--- src/rtl/unit_id_defines.vh ---
`ifndef UNIT_ID_DEFINES_VH
`define UNIT_ID_DEFINES_VH
// ------------------------------------------------------------
// command codes from the network side
// ------------------------------------------------------------
`define CMD_SOFTWARE_RESET 16'h0004
`define CMD_EEPROM_PROTECT 16'h000a
`define CMD_EEPROM_PERMIT  16'h000b
`define CMD_EEPROM_STORE   16'h000c
`define CMD_EEPROM_LOAD    16'h000d
// ------------------------------------------------------------
// eeprom instruction bytes and values
// ------------------------------------------------------------
`define INS_WRITE_STATUS   8'h01
`define INS_WRITE_DATA     8'h02
`define INS_READ_DATA      8'h03
`define INS_WRITE_ENABLE   8'h06
`define STATUS_PROTECT     8'hfc
`define STATUS_PERMIT      8'hf0
`define EEPROM_BASE_ADDR   8'h00
`define UNIT_ID_BYTES      5'd16
`define GENERAL_REG_RESET  32'h0000_0000
// ------------------------------------------------------------
// timing
// ------------------------------------------------------------
`define CLOCK_MHZ          40
`define SELECT_GAP_NS      3200
`define SELECT_GAP_CYCLES  ((`SELECT_GAP_NS * `CLOCK_MHZ + 999) / 1000)
`define SCK_HALF_CYCLES    8
`endif

--- src/rtl/spi_byte_shifter.v ---
`timescale 1ns/1ps
`default_nettype none
// ------------------------------------------------------------
// one byte, mode 0, msb first; clock derived by a divider
// ------------------------------------------------------------
module spi_byte_shifter #(
  parameter HALF = 8
) (
  input  wire       i_clock,
  input  wire       i_rst,
  input  wire       i_ce,
  input  wire       i_start,
  input  wire [7:0] i_tx,
  input  wire       i_miso,
  output reg  [7:0] o_rx,
  output reg        o_done,
  output reg        o_sck,
  output reg        o_mosi
);
  reg [7:0] tx_r;
  reg [3:0] bits_r;
  reg [7:0] div_r;
  reg       busy_r;

  always @(posedge i_clock) begin
    if (i_rst) begin
      tx_r   <= 8'h00;
      bits_r <= 4'h0;
      div_r  <= 8'h00;
      busy_r <= 1'b0;
      o_rx   <= 8'h00;
      o_done <= 1'b0;
      o_sck  <= 1'b0;
      o_mosi <= 1'b0;
    end else if (i_ce) begin
      o_done <= 1'b0;
      if (!busy_r) begin
        if (i_start) begin
          busy_r <= 1'b1;
          tx_r   <= {i_tx[6:0], 1'b0};
          o_mosi <= i_tx[7];
          bits_r <= 4'h0;
          div_r  <= 8'h00;
        end
      end else if (div_r == HALF - 1) begin
        div_r <= 8'h00;
        o_sck <= ~o_sck;
        if (!o_sck) begin
          // sample on the rising edge; i_miso is already synchronised
          o_rx <= {o_rx[6:0], i_miso};
        end else begin
          if (bits_r == 4'h7) begin
            busy_r <= 1'b0;
            o_done <= 1'b1;
          end else begin
            o_mosi <= tx_r[7];
            tx_r   <= {tx_r[6:0], 1'b0};
          end
          bits_r <= bits_r + 4'h1;
        end
      end else begin
        div_r <= div_r + 8'h01;
      end
    end
  end
endmodule
`default_nettype wire

--- src/rtl/unit_id_eeprom_controller.v ---
// What this block does
// - eeprom operations start only while synchronised mode pin high
// - after reset copy unit id automatically
// - auto load after pin, software, broadcast reset
// - general registers reset to zero
// - eight bit address follows instruction byte
// - data moves as eight bit bytes
// - all sixteen bytes in one write
// - fixed instruction byte codes used
// - protect: enable, 3.2 us gap, write fc
// - permit: enable, 3.2 us gap, write f0
// - store: enable, gap, write sixteen bytes
// - load: read sixteen bytes from zero
// - network keeps stored device number meanwhile
// - registers readable as bytes, msb lowest
`timescale 1ns/1ps
`include "unit_id_defines.vh"
`default_nettype none
module unit_id_eeprom_controller #(
  parameter GAP_CYCLES = `SELECT_GAP_CYCLES,
  parameter SCK_HALF   = `SCK_HALF_CYCLES
) (
  input  wire         i_clock,
  input  wire         i_rst,
  input  wire         i_ce,
  input  wire         i_eeprom_mode_pin,
  input  wire         i_reset_event,
  input  wire         i_cmd_valid,
  input  wire [15:0]  i_cmd_code,
  input  wire         i_wr_valid,
  input  wire [1:0]   i_wr_index,
  input  wire [31:0]  i_wr_data,
  input  wire [3:0]   i_rd_addr,
  input  wire         i_eeprom_miso,
  output reg  [7:0]   o_rd_byte,
  output reg  [31:0]  o_general_reg_0,
  output reg  [31:0]  o_general_reg_1,
  output reg  [31:0]  o_general_reg_2,
  output reg  [31:0]  o_general_reg_3,
  output reg          o_busy,
  output reg          o_eeprom_select_n,
  output wire         o_eeprom_sck,
  output wire         o_eeprom_mosi
);
  // ----------------------------------------------------------
  // states
  // ----------------------------------------------------------
  localparam ST_IDLE = 3'd0;
  localparam ST_WREN = 3'd1;
  localparam ST_GAP  = 3'd2;
  localparam ST_INS  = 3'd3;
  localparam ST_ADDR = 3'd4;
  localparam ST_DATA = 3'd5;
  localparam ST_END  = 3'd6;

  localparam OP_PROTECT = 2'd0;
  localparam OP_PERMIT  = 2'd1;
  localparam OP_STORE   = 2'd2;
  localparam OP_LOAD    = 2'd3;

  reg [2:0]   state_r;
  reg [1:0]   op_r;
  reg [4:0]   count_r;
  reg [11:0]  gap_r;
  reg         start_r;
  reg [7:0]   tx_r;
  reg         mode_s1_r;
  reg         mode_r;
  reg         miso_s1_r;
  reg         miso_r;
  reg [127:0] id_r;
  reg         pending_load_r;
  wire [7:0]  rx_byte;
  wire        byte_done;

  // first flop only feeds the second
  always @(posedge i_clock) begin
    if (i_rst) begin
      mode_s1_r <= 1'b0;
      mode_r    <= 1'b0;
      miso_s1_r <= 1'b0;
      miso_r    <= 1'b0;
    end else if (i_ce) begin
      mode_s1_r <= i_eeprom_mode_pin;
      mode_r    <= mode_s1_r;
      miso_s1_r <= i_eeprom_miso;
      miso_r    <= miso_s1_r;
    end
  end

  spi_byte_shifter #(
    .HALF (SCK_HALF)
  ) u_shift (
    .i_clock (i_clock),
    .i_rst   (i_rst),
    .i_ce    (i_ce),
    .i_start (start_r),
    .i_tx    (tx_r),
    .i_miso  (miso_r),
    .o_rx    (rx_byte),
    .o_done  (byte_done),
    .o_sck   (o_eeprom_sck),
    .o_mosi  (o_eeprom_mosi)
  );

  // byte n of the id, byte 0 is the top of general_reg_0
  function [7:0] id_byte;
    input [127:0] id;
    input [3:0]   n;
    begin
      id_byte = id[127 - {n, 3'b000} -: 8];
    end
  endfunction

  always @* begin
    o_general_reg_0 = id_r[127:96];
    o_general_reg_1 = id_r[95:64];
    o_general_reg_2 = id_r[63:32];
    o_general_reg_3 = id_r[31:0];
  end

  // ----------------------------------------------------------
  // sequencer
  // ----------------------------------------------------------
  always @(posedge i_clock) begin
    if (i_rst) begin
      state_r           <= ST_IDLE;
      op_r              <= OP_LOAD;
      count_r           <= 5'd0;
      gap_r             <= 12'd0;
      start_r           <= 1'b0;
      tx_r              <= 8'h00;
      id_r              <= {4{`GENERAL_REG_RESET}};
      pending_load_r    <= 1'b1;
      o_busy            <= 1'b0;
      o_eeprom_select_n <= 1'b1;
      o_rd_byte         <= 8'h00;
    end else if (i_ce) begin
      start_r   <= 1'b0;
      o_rd_byte <= id_byte(id_r, i_rd_addr);
      if (i_wr_valid && state_r == ST_IDLE) begin
        id_r[127 - {i_wr_index, 5'd0} -: 32] <= i_wr_data;
      end
      case (state_r)
        ST_IDLE: begin
          o_busy            <= 1'b0;
          o_eeprom_select_n <= 1'b1;
          if (mode_r) begin
            if (pending_load_r) begin
              pending_load_r <= 1'b0;
              op_r     <= OP_LOAD;
              state_r  <= ST_INS;
              tx_r     <= `INS_READ_DATA;
              start_r  <= 1'b1;
              o_busy   <= 1'b1;
              o_eeprom_select_n <= 1'b0;
            end else if (i_cmd_valid && i_cmd_code >= `CMD_EEPROM_PROTECT &&
                         i_cmd_code <= `CMD_EEPROM_LOAD) begin
              op_r    <= i_cmd_code[1:0] + 2'd2;
              o_busy  <= 1'b1;
              o_eeprom_select_n <= 1'b0;
              start_r <= 1'b1;
              if (i_cmd_code == `CMD_EEPROM_LOAD) begin
                state_r <= ST_INS;
                tx_r    <= `INS_READ_DATA;
              end else begin
                state_r <= ST_WREN;
                tx_r    <= `INS_WRITE_ENABLE;
              end
            end
          end
        end
        ST_WREN: begin
          if (byte_done) begin
            o_eeprom_select_n <= 1'b1;
            gap_r   <= 12'd0;
            state_r <= ST_GAP;
          end
        end
        ST_GAP: begin
          if (gap_r == GAP_CYCLES - 1) begin
            o_eeprom_select_n <= 1'b0;
            start_r <= 1'b1;
            state_r <= ST_INS;
            tx_r <= (op_r == OP_STORE) ? `INS_WRITE_DATA : `INS_WRITE_STATUS;
          end else begin
            gap_r <= gap_r + 12'd1;
          end
        end
        ST_INS: begin
          if (byte_done) begin
            start_r <= 1'b1;
            count_r <= 5'd0;
            if (op_r == OP_PROTECT || op_r == OP_PERMIT) begin
              tx_r    <= (op_r == OP_PROTECT) ? `STATUS_PROTECT : `STATUS_PERMIT;
              state_r <= ST_END;
            end else begin
              tx_r    <= `EEPROM_BASE_ADDR;
              state_r <= ST_ADDR;
            end
          end
        end
        ST_ADDR: begin
          if (byte_done) begin
            start_r <= 1'b1;
            tx_r    <= id_byte(id_r, 4'd0);
            state_r <= ST_DATA;
          end
        end
        ST_DATA: begin
          if (byte_done) begin
            if (op_r == OP_LOAD) begin
              id_r[127 - {count_r[3:0], 3'b000} -: 8] <= rx_byte;
            end
            if (count_r == `UNIT_ID_BYTES - 5'd1) begin
              o_eeprom_select_n <= 1'b1;
              state_r <= ST_IDLE;
            end else begin
              count_r <= count_r + 5'd1;
              tx_r    <= id_byte(id_r, count_r[3:0] + 4'd1);
              start_r <= 1'b1;
            end
          end
        end
        ST_END: begin
          if (byte_done) begin
            o_eeprom_select_n <= 1'b1;
            state_r <= ST_IDLE;
          end
        end
        default: begin
          state_r <= ST_IDLE;
        end
      endcase
      // reset events rearm load; placed last so a new event beats the clear
      if (i_reset_event || (i_cmd_valid && i_cmd_code == `CMD_SOFTWARE_RESET)) begin
        pending_load_r <= 1'b1;
      end
    end
  end
endmodule
`default_nettype wire

--- config.mk ---
export PLATFORM = sky130hd
export DESIGN_NAME = unit_id_eeprom_controller
export DESIGN_NICKNAME = d
export VERILOG_FILES = /design/src/rtl/spi_byte_shifter.v /design/src/rtl/unit_id_eeprom_controller.v
export VERILOG_INCLUDE_DIRS = /design/src /design/src/rtl
export SDC_FILE = /design/constraint.sdc
export NUM_CORES = 1
export LEC_CHECK = 0
export BUFFER_PORTS_ARGS = -buffer_cell sky130_fd_sc_hd__buf_2
export CAP_MARGIN = 10
export CORE_ASPECT_RATIO = 1.25
export CORE_MARGIN = 2
export CORE_UTILIZATION = 30
export CTS_CLUSTER_SIZE = 28
export DETAILED_ROUTE_END_ITERATION = 6
export PLACE_DENSITY_LB_ADDON = 0.15
export SYNTH_ARGS = -nofsm -noshare
export SYNTH_HDL_FRONTEND = slang
export SYNTH_HIERARCHICAL = 1
export SYNTH_SLANG_ARGS = --single-unit
--- constraint.sdc ---
create_clock -name i_clock -period 8.4 [get_ports i_clock]
set_input_delay 1.68 -clock i_clock [delete_from_list [all_inputs] [get_ports i_clock]]
set_output_delay 1.68 -clock i_clock [all_outputs]
set_load 0.02 [all_outputs]
======== Yosys cells after proc, flatten, opt, wreduce, memory -nomap -nowiden ========
Cells that the tools add are included.
word-level totals
  register bits after elaboration ......... 206
cells by class
  $add $sub $neg .......................... 12
  order comparisons ....................... 2
  equality and inequality tests ........... 30
  shifts and indexed selects .............. 6
  muxes and demuxes ....................... 88
  bitwise gates (word level) .............. 1
  reductions and logical operators ........ 31
operators by type and width
  operator                                                                            count
  128-bit two-way mux                                                                 6
  135-bit by 33-bit variable part select with 8-bit output                            2
  128-bit bitwise mux                                                                 2
  32-bit by 34-bit variable shift with 159-bit output (first input constant)          1
  32-bit by 34-bit variable part select with 159-bit output                           1
  8-bit two-way mux                                                                   17
  8-bit by 34-bit variable shift with 135-bit output (first input constant)           1
  8-bit by 34-bit variable part select with 135-bit output                            1
  32-bit negator with 34-bit output                                                   2
  8-bit case mux with 5 select lines                                                  1
  3-bit two-way mux                                                                   11
  7-bit by 7-bit subtractor with 8-bit output (first input constant)                  4
  1-bit two-way mux                                                                   31
  12-bit two-way mux                                                                  2
  12-bit case mux with 2 select lines                                                 1
  3-bit case mux with 7 select lines                                                  1
  4-bit two-way mux                                                                   5
  16-bit by 3-bit == test with 1-bit output (second input constant)                   1
  16-bit by 4-bit == test with 1-bit output (second input constant)                   1
  16-bit by 4-bit >= comparator with 1-bit output (second input constant)             1
  16-bit by 4-bit less-or-equal comparator with 1-bit output (second input constant)  1
  4-bit AND reduction                                                                 4
  5-bit two-way mux                                                                   3
  2-bit by 1-bit != test with 1-bit output (second input constant)                    7
  34 further kinds                                                                    63

======== Longest topological paths before layout ========
Gate-level depths: netlist of run 1.
  depth in word-level cells ............... 11
  gate-level depth with buffers ........... 10
  gate-level depth less buffers ........... 9

======== Cells and area by module ========
The synthesis of run 1 kept the hierarchy.
by module, submodules not included
  module                     times used  cells an instance  area each (um2)
  unit_id_eeprom_controller  1           1156               11355.9
  spi_byte_shifter           1           157                1522.7

======== Worst setup path before layout of run 1 ========
No wires, ideal clock.
  kind .................................... in2reg
  start ................................... in i_rd_addr[0]
  end ..................................... reg o_rd_byte[7]
  library setup time ...................... 0.128 ns
  arrival time ............................ 3.340 ns
  data required time ...................... 8.272 ns
  path slack .............................. 4.933 ns
  cell stages on the path ................. 6
  path through ............................ clkbuf_1 buf_2 mux4_2 mux4_2 mux2i_1 nor2_1
between the ends
  word-level cells in the longest chain between the ends .. 2
ends and longest elaborated chain
  item                                                      RTL line                         RTL
  from (decl)                                               unit_id_eeprom_controller.v:33   input wire [3:0] i_rd_addr,
  7-bit by 7-bit subtractor with 8-bit output               unit_id_eeprom_controller.v:111  id_byte = id[127 - {n, 3'b000} -: 8];
  135-bit by 33-bit variable part select with 8-bit output  unit_id_eeprom_controller.v:111
  to (signal assigned)                                      unit_id_eeprom_controller.v:140  o_rd_byte <= id_byte(id_r, i_rd_addr);
  to (decl)                                                 unit_id_eeprom_controller.v:35   output reg [7:0] o_rd_byte,
No other way between the ends.
A chain may end at the register's enable or synchronous reset.

======== Final worst setup path of run 1 ========
  start ................................... in i_ce
  end ..................................... reg gap_r[6]
between the ends
  word-level cells in the longest chain between the ends .. 1
ends and longest elaborated chain
  item                                  RTL line                         RTL
  from (decl)                           unit_id_eeprom_controller.v:25   input wire i_ce,
  4-bit AND reduction (no source line)  -
  to (signal assigned)                  unit_id_eeprom_controller.v:187  gap_r <= gap_r + 12'd1;
  to (decl)                             unit_id_eeprom_controller.v:64   reg [11:0] gap_r;
No other way between the ends.

==> flow_metrics.env, run 1 <==
export IMPL_htree_num_levels=1
export IMPL_path_max_fanout=65
export IMPL_grt_pass1_vias=10874
export IMPL_core_um2=42300
export IMPL_clkLatencyLatePin_ns=0.55
export IMPL_track_usage_pct=22.6
export IMPL_synth_edff_count=0
export IMPL_drtIter0Drc=941
export IMPL_syn_inst=1313
export IMPL_dieWidth_um=189
export IMPL_period_minus_slack_ns=4.15
export IMPL_path_clk_slew_ns=0.06
export IMPL_synthFlopType="dfxtp_1"
export IMPL_area_delta_synth_final_pct=16.4
export IMPL_cts_root_buf="clkbuf_16"
export IMPL_viasPerCell=5.61
export IMPL_dpl_cell_area_um2=14300
export IMPL_wirelength_um=51700
export IMPL_postCtsHoldBufs=0
export IMPL_synth_area_leaders="dfxtp_1 32%, mux2i_1 22%, mux4_2 13%"
export IMPL_dieArea_um2=44600
export IMPL_cts_buffer_depth=3
export IMPL_dp_hpwl_um=38400
export IMPL_yosysUniqueCellTypes=78
export IMPL_startpoint_type="input port"
export IMPL_yosysSeqAreaShare_pct=31.9
export IMPL_synth_seq_cells=205
export IMPL_cts_setup_buffers=0
export IMPL_synthTopCellsByCount="289 x mux2i_1, 207 x nor2_1, 205 x dfxtp_1"
export IMPL_fillerInstances=4376
export IMPL_worst_setup_path_end_kind="flip-flop"
export IMPL_synthArstFlopShare_pct=0
export IMPL_worstPathCellList="buf_6, buf_4, inv_1, o21bai_1, nor2_1"
export IMPL_worstMarginPinSlew_ns=1.09
export IMPL_setup_tns_ns=0
export IMPL_power_mw=2.39
export IMPL_slowest_delay_ns=0.93
export IMPL_vias=11446
export IMPL_hold_viol=0
export IMPL_fp_row_count=84
export IMPL_yosysTopAreaCell="dfxtp_1"
export IMPL_drt_first_pass_iters=5
export IMPL_synth_top_area_share_pct=31.9
export IMPL_fin_area_um2=15000
export IMPL_cp_num_buf_inv=3
export IMPL_syn_cell_area_um2=12900
export IMPL_cts_tree="built"
export IMPL_start_util_pct=30.5
export IMPL_antenna_found_initial=3
export IMPL_routabilityCongestion=0.897
export IMPL_max_slew_margin_pct=27.2
export IMPL_die_height_um=236
export IMPL_required_ns=8.78
export IMPL_worst_path_max_delay_cell="o21bai_1"
export IMPL_cts_resized=0
export IMPL_finalClockSkew_ns=0.0188
export IMPL_antenna_left=0
export IMPL_cts_sinks=205
export IMPL_avgSynthCellArea_um2=9.81
export IMPL_layout_nets=1537
export IMPL_power_density_nw_per_um2=159
export IMPL_wire_per_inst_um=25.4
export IMPL_grt_overflow_total=0
export IMPL_port_buffers=201
export IMPL_rsz0062_at_grt="false"
export IMPL_crit_family="buffers and inverters"
export IMPL_peakVddDrop_mv=0.119
export IMPL_yosys_warnings=6
export IMPL_outcome="finished clean"
export IMPL_grt_pass1_wl_um=75100
export IMPL_critical_path_class="input port to flip-flop"
export IMPL_post_route_drc_count=0
export IMPL_min_path_type="flip-flop to flip-flop"
export IMPL_cellLeakagePower_nw=6.70
export IMPL_post_route_period_util_pct=49.5
export IMPL_crit_arrival_ns=4.54
export IMPL_pin_count=202
export IMPL_synth_most_common_cell="mux2i_1"
export IMPL_numCtsBuffers=25
export IMPL_setup_violations=0
export IMPL_slew_violations=0
export IMPL_max_cap_viol_count=0
export IMPL_final_core_util_pct=35.5
export IMPL_drive_above_1_share_pct=25.3
export IMPL_grt_max_degree=103
export IMPL_synth_nets=1385
export IMPL_max_freq_mhz=241
-- worst paths after layout --
path / cells after the start / endpoint / startpoint / slack, ns
worst max-delay path: 5 / gap_r[6] / i_ce / 4.25
worst min-delay path: 2 / tx_r[3] / tx_r[3] / 0.47
worst max register to register: 9 / tx_r[7] / count_r[0] / 4.96
worst min register to register: 2 / tx_r[3] / tx_r[3] / 0.47
-- cells by family (layout without fill, tap and decap cells) --
| group | count (synthesis) | count (layout) | share of synthesized area [%] |
|---|---|---|---|
| AND/OR/NAND/NOR | 413 | 413 | 15.7 |
| adder cells (fa/ha/maj) | 10 | 10 | 0.972 |
| multiplexers | 364 | 364 | 35.4 |
| other | 0 | 2 | 0 |
| XOR/XNOR | 21 | 21 | 1.49 |
| flip-flops | 205 | 205 | 31.9 |
| AO/OA/AOI/OAI | 194 | 194 | 10.6 |
| buffers and inverters | 106 | 271 | 3.97 |
-- tightest hold or removal path: cells and delay by family (launching register included) --
| kind | cells | cell delay [ns] |
|---|---|---|
| AO/OA/AOI/OAI | 1 | 0.06 |
| AND/OR/NAND/NOR | 1 | 0.06 |
| flip-flops | 1 | 0.31 |
-- area by class of cell --
cell class,count,area [um2],share of cell area [%]
well taps,559,699,4.67
multi-input cells,1002,8260,55.1
clock buffers,37,721,4.81
clock inverters,3,15.0,0.100
inverters,16,60.1,0.401
diodes,2,5.00,0.0334
flip-flops and latches,205,4110,27.4
repair buffers,215,1120,7.49
-- metal layers --
layer | share of wire (%) | track usage (%) | wire, um
met3 | 6.3 | 3.18 | 3230
met5 | 0.054 | 0 | 28
met1 | 41 | 29.1 | 21300
met4 | 6.4 | 12.6 | 3290
met2 | 46 | 36.3 | 23900
-- flip-flops by register name, indices dropped and copies added (netlist names), 2 cells and up --
signal	flops
u_shift/o_rx	8
u_shift/bits_r	4
count_r	5
u_shift/tx_r	7
u_shift/div_r	8
tx_r	8
op_r	2
gap_r	12
id_r	128
o_rd_byte	8
state_r	3
-- where the power goes --
part	total [mW]	internal, mW	switching (mW)
clock network	1.02	0.584	0.440
registers	1.05	1.00	0.0515
logic	0.312	0.126	0.186
total	2.39	1.71	0.677
-- cell usage in the layout (no fill, tap or decap), types with 12 or more instances in the layout --
master / count
mux2i_1: 289
buf_4: 14
dfxtp_1: 204
clkbuf_16: 25
mux4_2: 73
nor4_1: 15
inv_1: 16
xor2_1: 12
o22ai_1: 35
nor2_1: 207
nand2_1: 78
o21ai_0: 15
a211oi_1: 37
and2_1: 18
a21oi_1: 50
nand3_1: 14
buf_2: 199
-- stage by stage --
stage          setup WS, ns  hold slack [ns]  instances
5_1_grt                4.07            0.509       2038
2_1_floorplan          4.93            0.450       1313
4_1_cts                4.35            0.476       2037
3_5_place_dp           3.78            0.467       1997
6_report               4.25            0.473       2039
3_3_place_gp           3.85            0.464       1997
Power figures use the tool's default switching activity.
==> run 2, diff against run 1 <==
- clock period: 8.4 -> 3.8 ns (I/O delays scaled with it)
==> run 2 against run 1 <==
  * Sequential cell count did not move
  * Non-clock buffer count rose by 8
  * Combinational power rose by 120%
  * Sequential share of layout area fell by 0.35 points
  * Utilization rose by 0.45 points
  * First-iteration DRC count rose by 4.1%
  * Power rose by 130%
  * Clock skew fell by 0.0039 ns
  * Clock power rose by 140%
  * Via count fell by 1.1%
  * Worst setup slack got worse by 3.7 ns
  * Critical path depth rose by 3
==> flow_metrics.env, run 2 (synthesized netlist as in run 1, its figures left out) <==
export IMPL_path_max_fanout=17
export IMPL_layout_nets=1546
export IMPL_die_height_um=236
export IMPL_max_slew_margin_pct=21.4
export IMPL_postCtsHoldBufs=0
export IMPL_largestRegisters="id_r: 128 flops, gap_r: 12 flops"
export IMPL_cellLeakagePower_nw=6.80
export IMPL_fin_area_um2=15200
export IMPL_core_um2=42300
export IMPL_port_buffers=201
export IMPL_post_route_period_util_pct=85.8
export IMPL_fp_row_count=84
export IMPL_p_switching_mw=1.52
export IMPL_setup_tns_ns=0
export IMPL_vias=11323
export IMPL_min_path_type="input port to flip-flop"
export IMPL_stdcell_count=2050
export IMPL_viasPerCell=5.52
export IMPL_rsz0062_at_grt="false"
export IMPL_dieArea_um2=44600
export IMPL_setup_ws_ns=0.541
export IMPL_track_usage_pct=22.8
export IMPL_drt_first_pass_iters=5
export IMPL_peakVddDrop_mv=0.349
export IMPL_seqPwrFrac_pct=42.4
export IMPL_dp_slack_ns=0.608
export IMPL_outcome="finished clean"
export IMPL_cts_resized=0
export IMPL_hold_viol=0
export IMPL_fillerInstances=4395
export IMPL_antenna_left=0
export IMPL_dieWidth_um=189
export IMPL_routabilityCongestion=0.840
export IMPL_internal_power_mw=3.97
export IMPL_post_route_drc_count=0
export IMPL_dp_hpwl_um=39100
export IMPL_crit_arrival_ns=3.67
export IMPL_final_core_util_pct=35.9
export IMPL_antenna_found_initial=2
export IMPL_dpl_cell_area_um2=14300
export IMPL_cts_tree="built"
export IMPL_critical_path_class="flip-flop to flip-flop"
export IMPL_drive_above_1_share_pct=25.9
export IMPL_numCtsBuffers=26
export IMPL_whs_ns=0.439
export IMPL_grt_max_degree=90
export IMPL_place_inst=2005
export IMPL_setup_violations=0
export IMPL_path_clk_slew_ns=0.06
export IMPL_p_sw_share_pct=27.8
export IMPL_wirelength_um=52200
export IMPL_top_register="id_r"
export IMPL_final_cell_mix="289 x mux2i_1, 207 x nor2_1, 204 x dfxtp_1"
export IMPL_worst_setup_path_end_kind="flip-flop"
export IMPL_mostFrequentLayoutCell="mux2i_1"
export IMPL_start_util_pct=30.5
export IMPL_grt_pass1_wl_um=76000
export IMPL_max_cap_viol_count=0
export IMPL_cts_root_buf="clkbuf_16"
export IMPL_grt_overflow_total=0
export IMPL_grt_pass1_vias=10957
export IMPL_area_delta_synth_final_pct=17.9
export IMPL_power_density_nw_per_um2=361
export IMPL_cts_sinks=205
export IMPL_max_freq_mhz=307
export IMPL_pin_count=202
export IMPL_required_ns=4.21
export IMPL_startpoint_type="flip-flop"
export IMPL_power_frac_clock_pct=44.8
export IMPL_slew_violations=0
export IMPL_wire_per_inst_um=25.5
export IMPL_htree_num_levels=1
export IMPL_largest_reg_flops=128
export IMPL_cts_buffer_depth=3
export IMPL_worstMarginPinSlew_ns=1.18
export IMPL_cts_setup_buffers=0
export IMPL_clkLatencyLatePin_ns=0.56
export IMPL_power_mw=5.49
export IMPL_drtIter0Drc=980
export IMPL_period_minus_slack_ns=3.26
export IMPL_pwr_share_comb_pct=12.8
export IMPL_finalClockSkew_ns=0.0150
## run 2: cell types whose count changed in the layout (fill, tap and decap cells not counted), sizes merged
cell,change
bufinv,+2
clkinv,+2
diode,-1
buf,+8
## run 2: critical path: stages, from the launching register on
cell,delay [ns]
dfxtp_2,0.69
ha_1,0.30
ha_1,0.50
buf_4,0.28
mux4_2,0.37
nand2_1,0.11
a21oi_1,0.07
a2111oi_0,0.63
a211oi_1,0.16
## run 2: path summary, 6_finish.rpt
path | slack (ns) | cells past startpoint | startpoint | to
worst min register to register | 0.48 | 2 | tx_r[2] | tx_r[2]
worst max register to register | 0.54 | 8 | count_r[0] | tx_r[6]
worst max-delay path | 0.54 | 8 | count_r[0] | tx_r[6]
worst min-delay path | 0.44 | 3 | i_eeprom_miso | miso_s1_r
## run 2: power by group through the flow
stage	clock network (mW)	registers [mW]	logic, mW
floorplan	0	2.36	0.448
global placement	0	2.37	0.693
detailed placement	0	2.37	0.699
CTS	2.53	2.33	0.702
global route	2.60	2.33	0.757
finish	2.46	2.33	0.701
## run 2: routing by layer
metal	vias to the layer above	share of wire, %	GRT usage (%)
met2	439	46	36.2
li1	5220	-	-
met4	2	5.9	12.5
met5	-	0.013	0
met1	5562	42	29.4
met3	100	6.2	3.67
## run 2: cell type report
type / count / area (um2) / area share [%]
well taps: 559 / 699 / 4.61
diodes: 1 / 2.50 / 0.0165
repair buffers: 223 / 1220 / 8.04
clock inverters: 7 / 100 / 0.659
inverters: 16 / 60.1 / 0.396
multi-input cells: 1002 / 8260 / 54.4
flip-flops and latches: 205 / 4110 / 27.0
clock buffers: 37 / 732 / 4.82
==> run 3, diff against run 2 <==
- MAX_ROUTING_LAYER: default -> met4
==> run 3 against run 2 <==
  * Combinational power hardly changed
  * Die area unchanged
  * Via count up 0.69%
  * Sequential cell count stayed put
  * Sequential share of layout area about the same
  * Cell count up 0.15%
  * Cell area up 0.12%
  * Critical endpoint is now tx_r[5]
  * Worst setup slack got worse by 0.065 ns
==> flow_metrics.env, run 3 (synthesized netlist as in run 1, its figures left out) <==
export IMPL_required_ns=4.19
export IMPL_cts_buffer_depth=3
export IMPL_min_path_type="input port to flip-flop"
export IMPL_path_max_fanout=14
export IMPL_die_height_um=236
export IMPL_wire_per_inst_um=25.6
export IMPL_final_cell_mix="289 x mux2i_1, 207 x nor2_1, 204 x dfxtp_1"
export IMPL_drtIter0Drc=815
export IMPL_post_route_period_util_pct=87.5
export IMPL_rsz0062_at_grt="false"
export IMPL_fillerInstances=4388
export IMPL_power_density_nw_per_um2=365
export IMPL_wirelength_um=52600
export IMPL_worst_setup_path_end_kind="flip-flop"
export IMPL_use_met2_pct=38.4
export IMPL_dieWidth_um=189
export IMPL_worstPathCellList="inv_1, ha_1, buf_4, mux4_2, nand2_1, a21oi_1, a2111oi_0, a211oi_1"
export IMPL_cts_resized=0
export IMPL_power_mw=5.55
export IMPL_min_from="i_eeprom_miso"
export IMPL_vias=11401
export IMPL_setup_violations=0
export IMPL_hold_viol=0
export IMPL_startpoint_type="flip-flop"
export IMPL_port_buffers=201
export IMPL_holdPathStages=3
export IMPL_ff2ff_setup_slack_ns=0.48
export IMPL_final_core_util_pct=36.0
export IMPL_largestRegisters="id_r: 128 flops, gap_r: 12 flops"
export IMPL_reg2reg_from="count_r[2]"
export IMPL_use_met3_pct=3.44
export IMPL_setup_ws_ns=0.476
export IMPL_cellLeakagePower_nw=6.81
export IMPL_cts_setup_buffers=0
export IMPL_routabilityCongestion=0.891
export IMPL_top_register="id_r"
export IMPL_post_route_drc_count=0
export IMPL_mostFrequentLayoutCell="mux2i_1"
export IMPL_antenna_left=0
export IMPL_peakVddDrop_mv=0.278
export IMPL_slowest_delay_ns=0.71
export IMPL_worst_path_max_delay_cell="dfxtp_1"
export IMPL_layout_nets=1547
export IMPL_busiest_layer="met2"
export IMPL_critical_path_class="flip-flop to flip-flop"
export IMPL_multi_input_area_um2=8260
export IMPL_cts_root_buf="clkbuf_16"
export IMPL_reg2reg_to="tx_r[5]"
export IMPL_grt_pass1_vias=11151
export IMPL_grt_overflow_total=0
export IMPL_regArea_um2=4110
export IMPL_viasPerCell=5.55
export IMPL_grtUsageMet1_pct=28.9
export IMPL_whs_endpoint="miso_s1_r"
export IMPL_max_freq_mhz=301
export IMPL_fp_row_count=84
export IMPL_dp_slack_ns=0.574
export IMPL_track_usage_pct=23.7
export IMPL_drive_above_1_share_pct=26.1
export IMPL_clkLatencyLatePin_ns=0.55
export IMPL_cts_tree="built"
export IMPL_worstMarginPinSlew_ns=0.978
export IMPL_start_util_pct=30.5
export IMPL_r2r_cells=8
export IMPL_crit_arrival_ns=3.72
export IMPL_numCtsBuffers=26
export IMPL_max_slew_margin_pct=34.7
export IMPL_htree_num_levels=1
export IMPL_period_minus_slack_ns=3.32
export IMPL_cp_num_buf_inv=2
export IMPL_pin_count=202
export IMPL_place_inst=2006
export IMPL_setup_tns_ns=0
export IMPL_stdcell_count=2053
export IMPL_dp_hpwl_um=39300
export IMPL_drt_first_pass_iters=5
export IMPL_slew_violations=0
export IMPL_cts_sinks=205
export IMPL_outcome="finished clean"
export IMPL_grt_max_degree=86
export IMPL_max_cap_viol_count=0
export IMPL_core_um2=42300
export IMPL_finalClockSkew_ns=0.0126
export IMPL_crit_family="compound AO/OA/AOI/OAI gates"
export IMPL_antenna_found_initial=1
export IMPL_postCtsHoldBufs=0
export IMPL_largest_reg_flops=128
export IMPL_grt_pass1_wl_um=76700
export IMPL_dieArea_um2=44600
export IMPL_path_clk_slew_ns=0.06
export IMPL_area_delta_synth_final_pct=18.0
[run 3: worst register-to-register path, cell delays in order, from the launching register on]
cell and delay [ns]:
dfxtp_1 0.71, inv_1 0.10, ha_1 0.68, buf_4 0.34
mux4_2 0.34, nand2_1 0.09, a21oi_1 0.09, a2111oi_0 0.66
a211oi_1 0.16
[run 3: worst max-delay path by stage]
stage | end | slack (ns) | depth (start not counted) | startpoint
floorplan | tx_r[2] | 1.15 | 8 | count_r[2]
global placement | tx_r[5] | 0.60 | 8 | count_r[2]
detailed placement | tx_r[4] | 0.57 | 8 | count_r[2]
CTS | tx_r[4] | 0.56 | 8 | count_r[2]
global route | tx_r[4] | 0.35 | 8 | count_r[2]
finish | tx_r[5] | 0.48 | 8 | count_r[2]
[run 3: where the power goes]
part	internal (mW)	total (mW)	switching, mW	leakage [nW]
Clock	1.51	2.52	1.01	0.422
Combinational	0.283	0.701	0.418	4.73
Sequential	2.21	2.33	0.113	1.66
[run 3: through the flow]
| stage | hold slack, ns | cell area, um2 |
|---|---|---|
| floorplan | 0.450 | 12900 |
| global placement | 0.465 | 14300 |
| detailed placement | 0.470 | 14300 |
| CTS | 0.440 | 15200 |
| global route | 0.488 | 15200 |
| finish | 0.457 | 15200 |
[run 3: routing by layer]
layer	routed length, um	part of all wire [%]
met1	21900	42
met2	24800	47
met3	3060	5.8
met4	2790	5.3
met5	0	0
[run 3: final cells by class]
cell class / count / area share, %
multi-input cells: 1002 / 54.4
inverters: 16 / 0.395
diodes: 1 / 0.0165
clock inverters: 8 / 0.642
flip-flops and latches: 205 / 27.0
repair buffers: 224 / 8.00
clock buffers: 38 / 4.98
well taps: 559 / 4.60
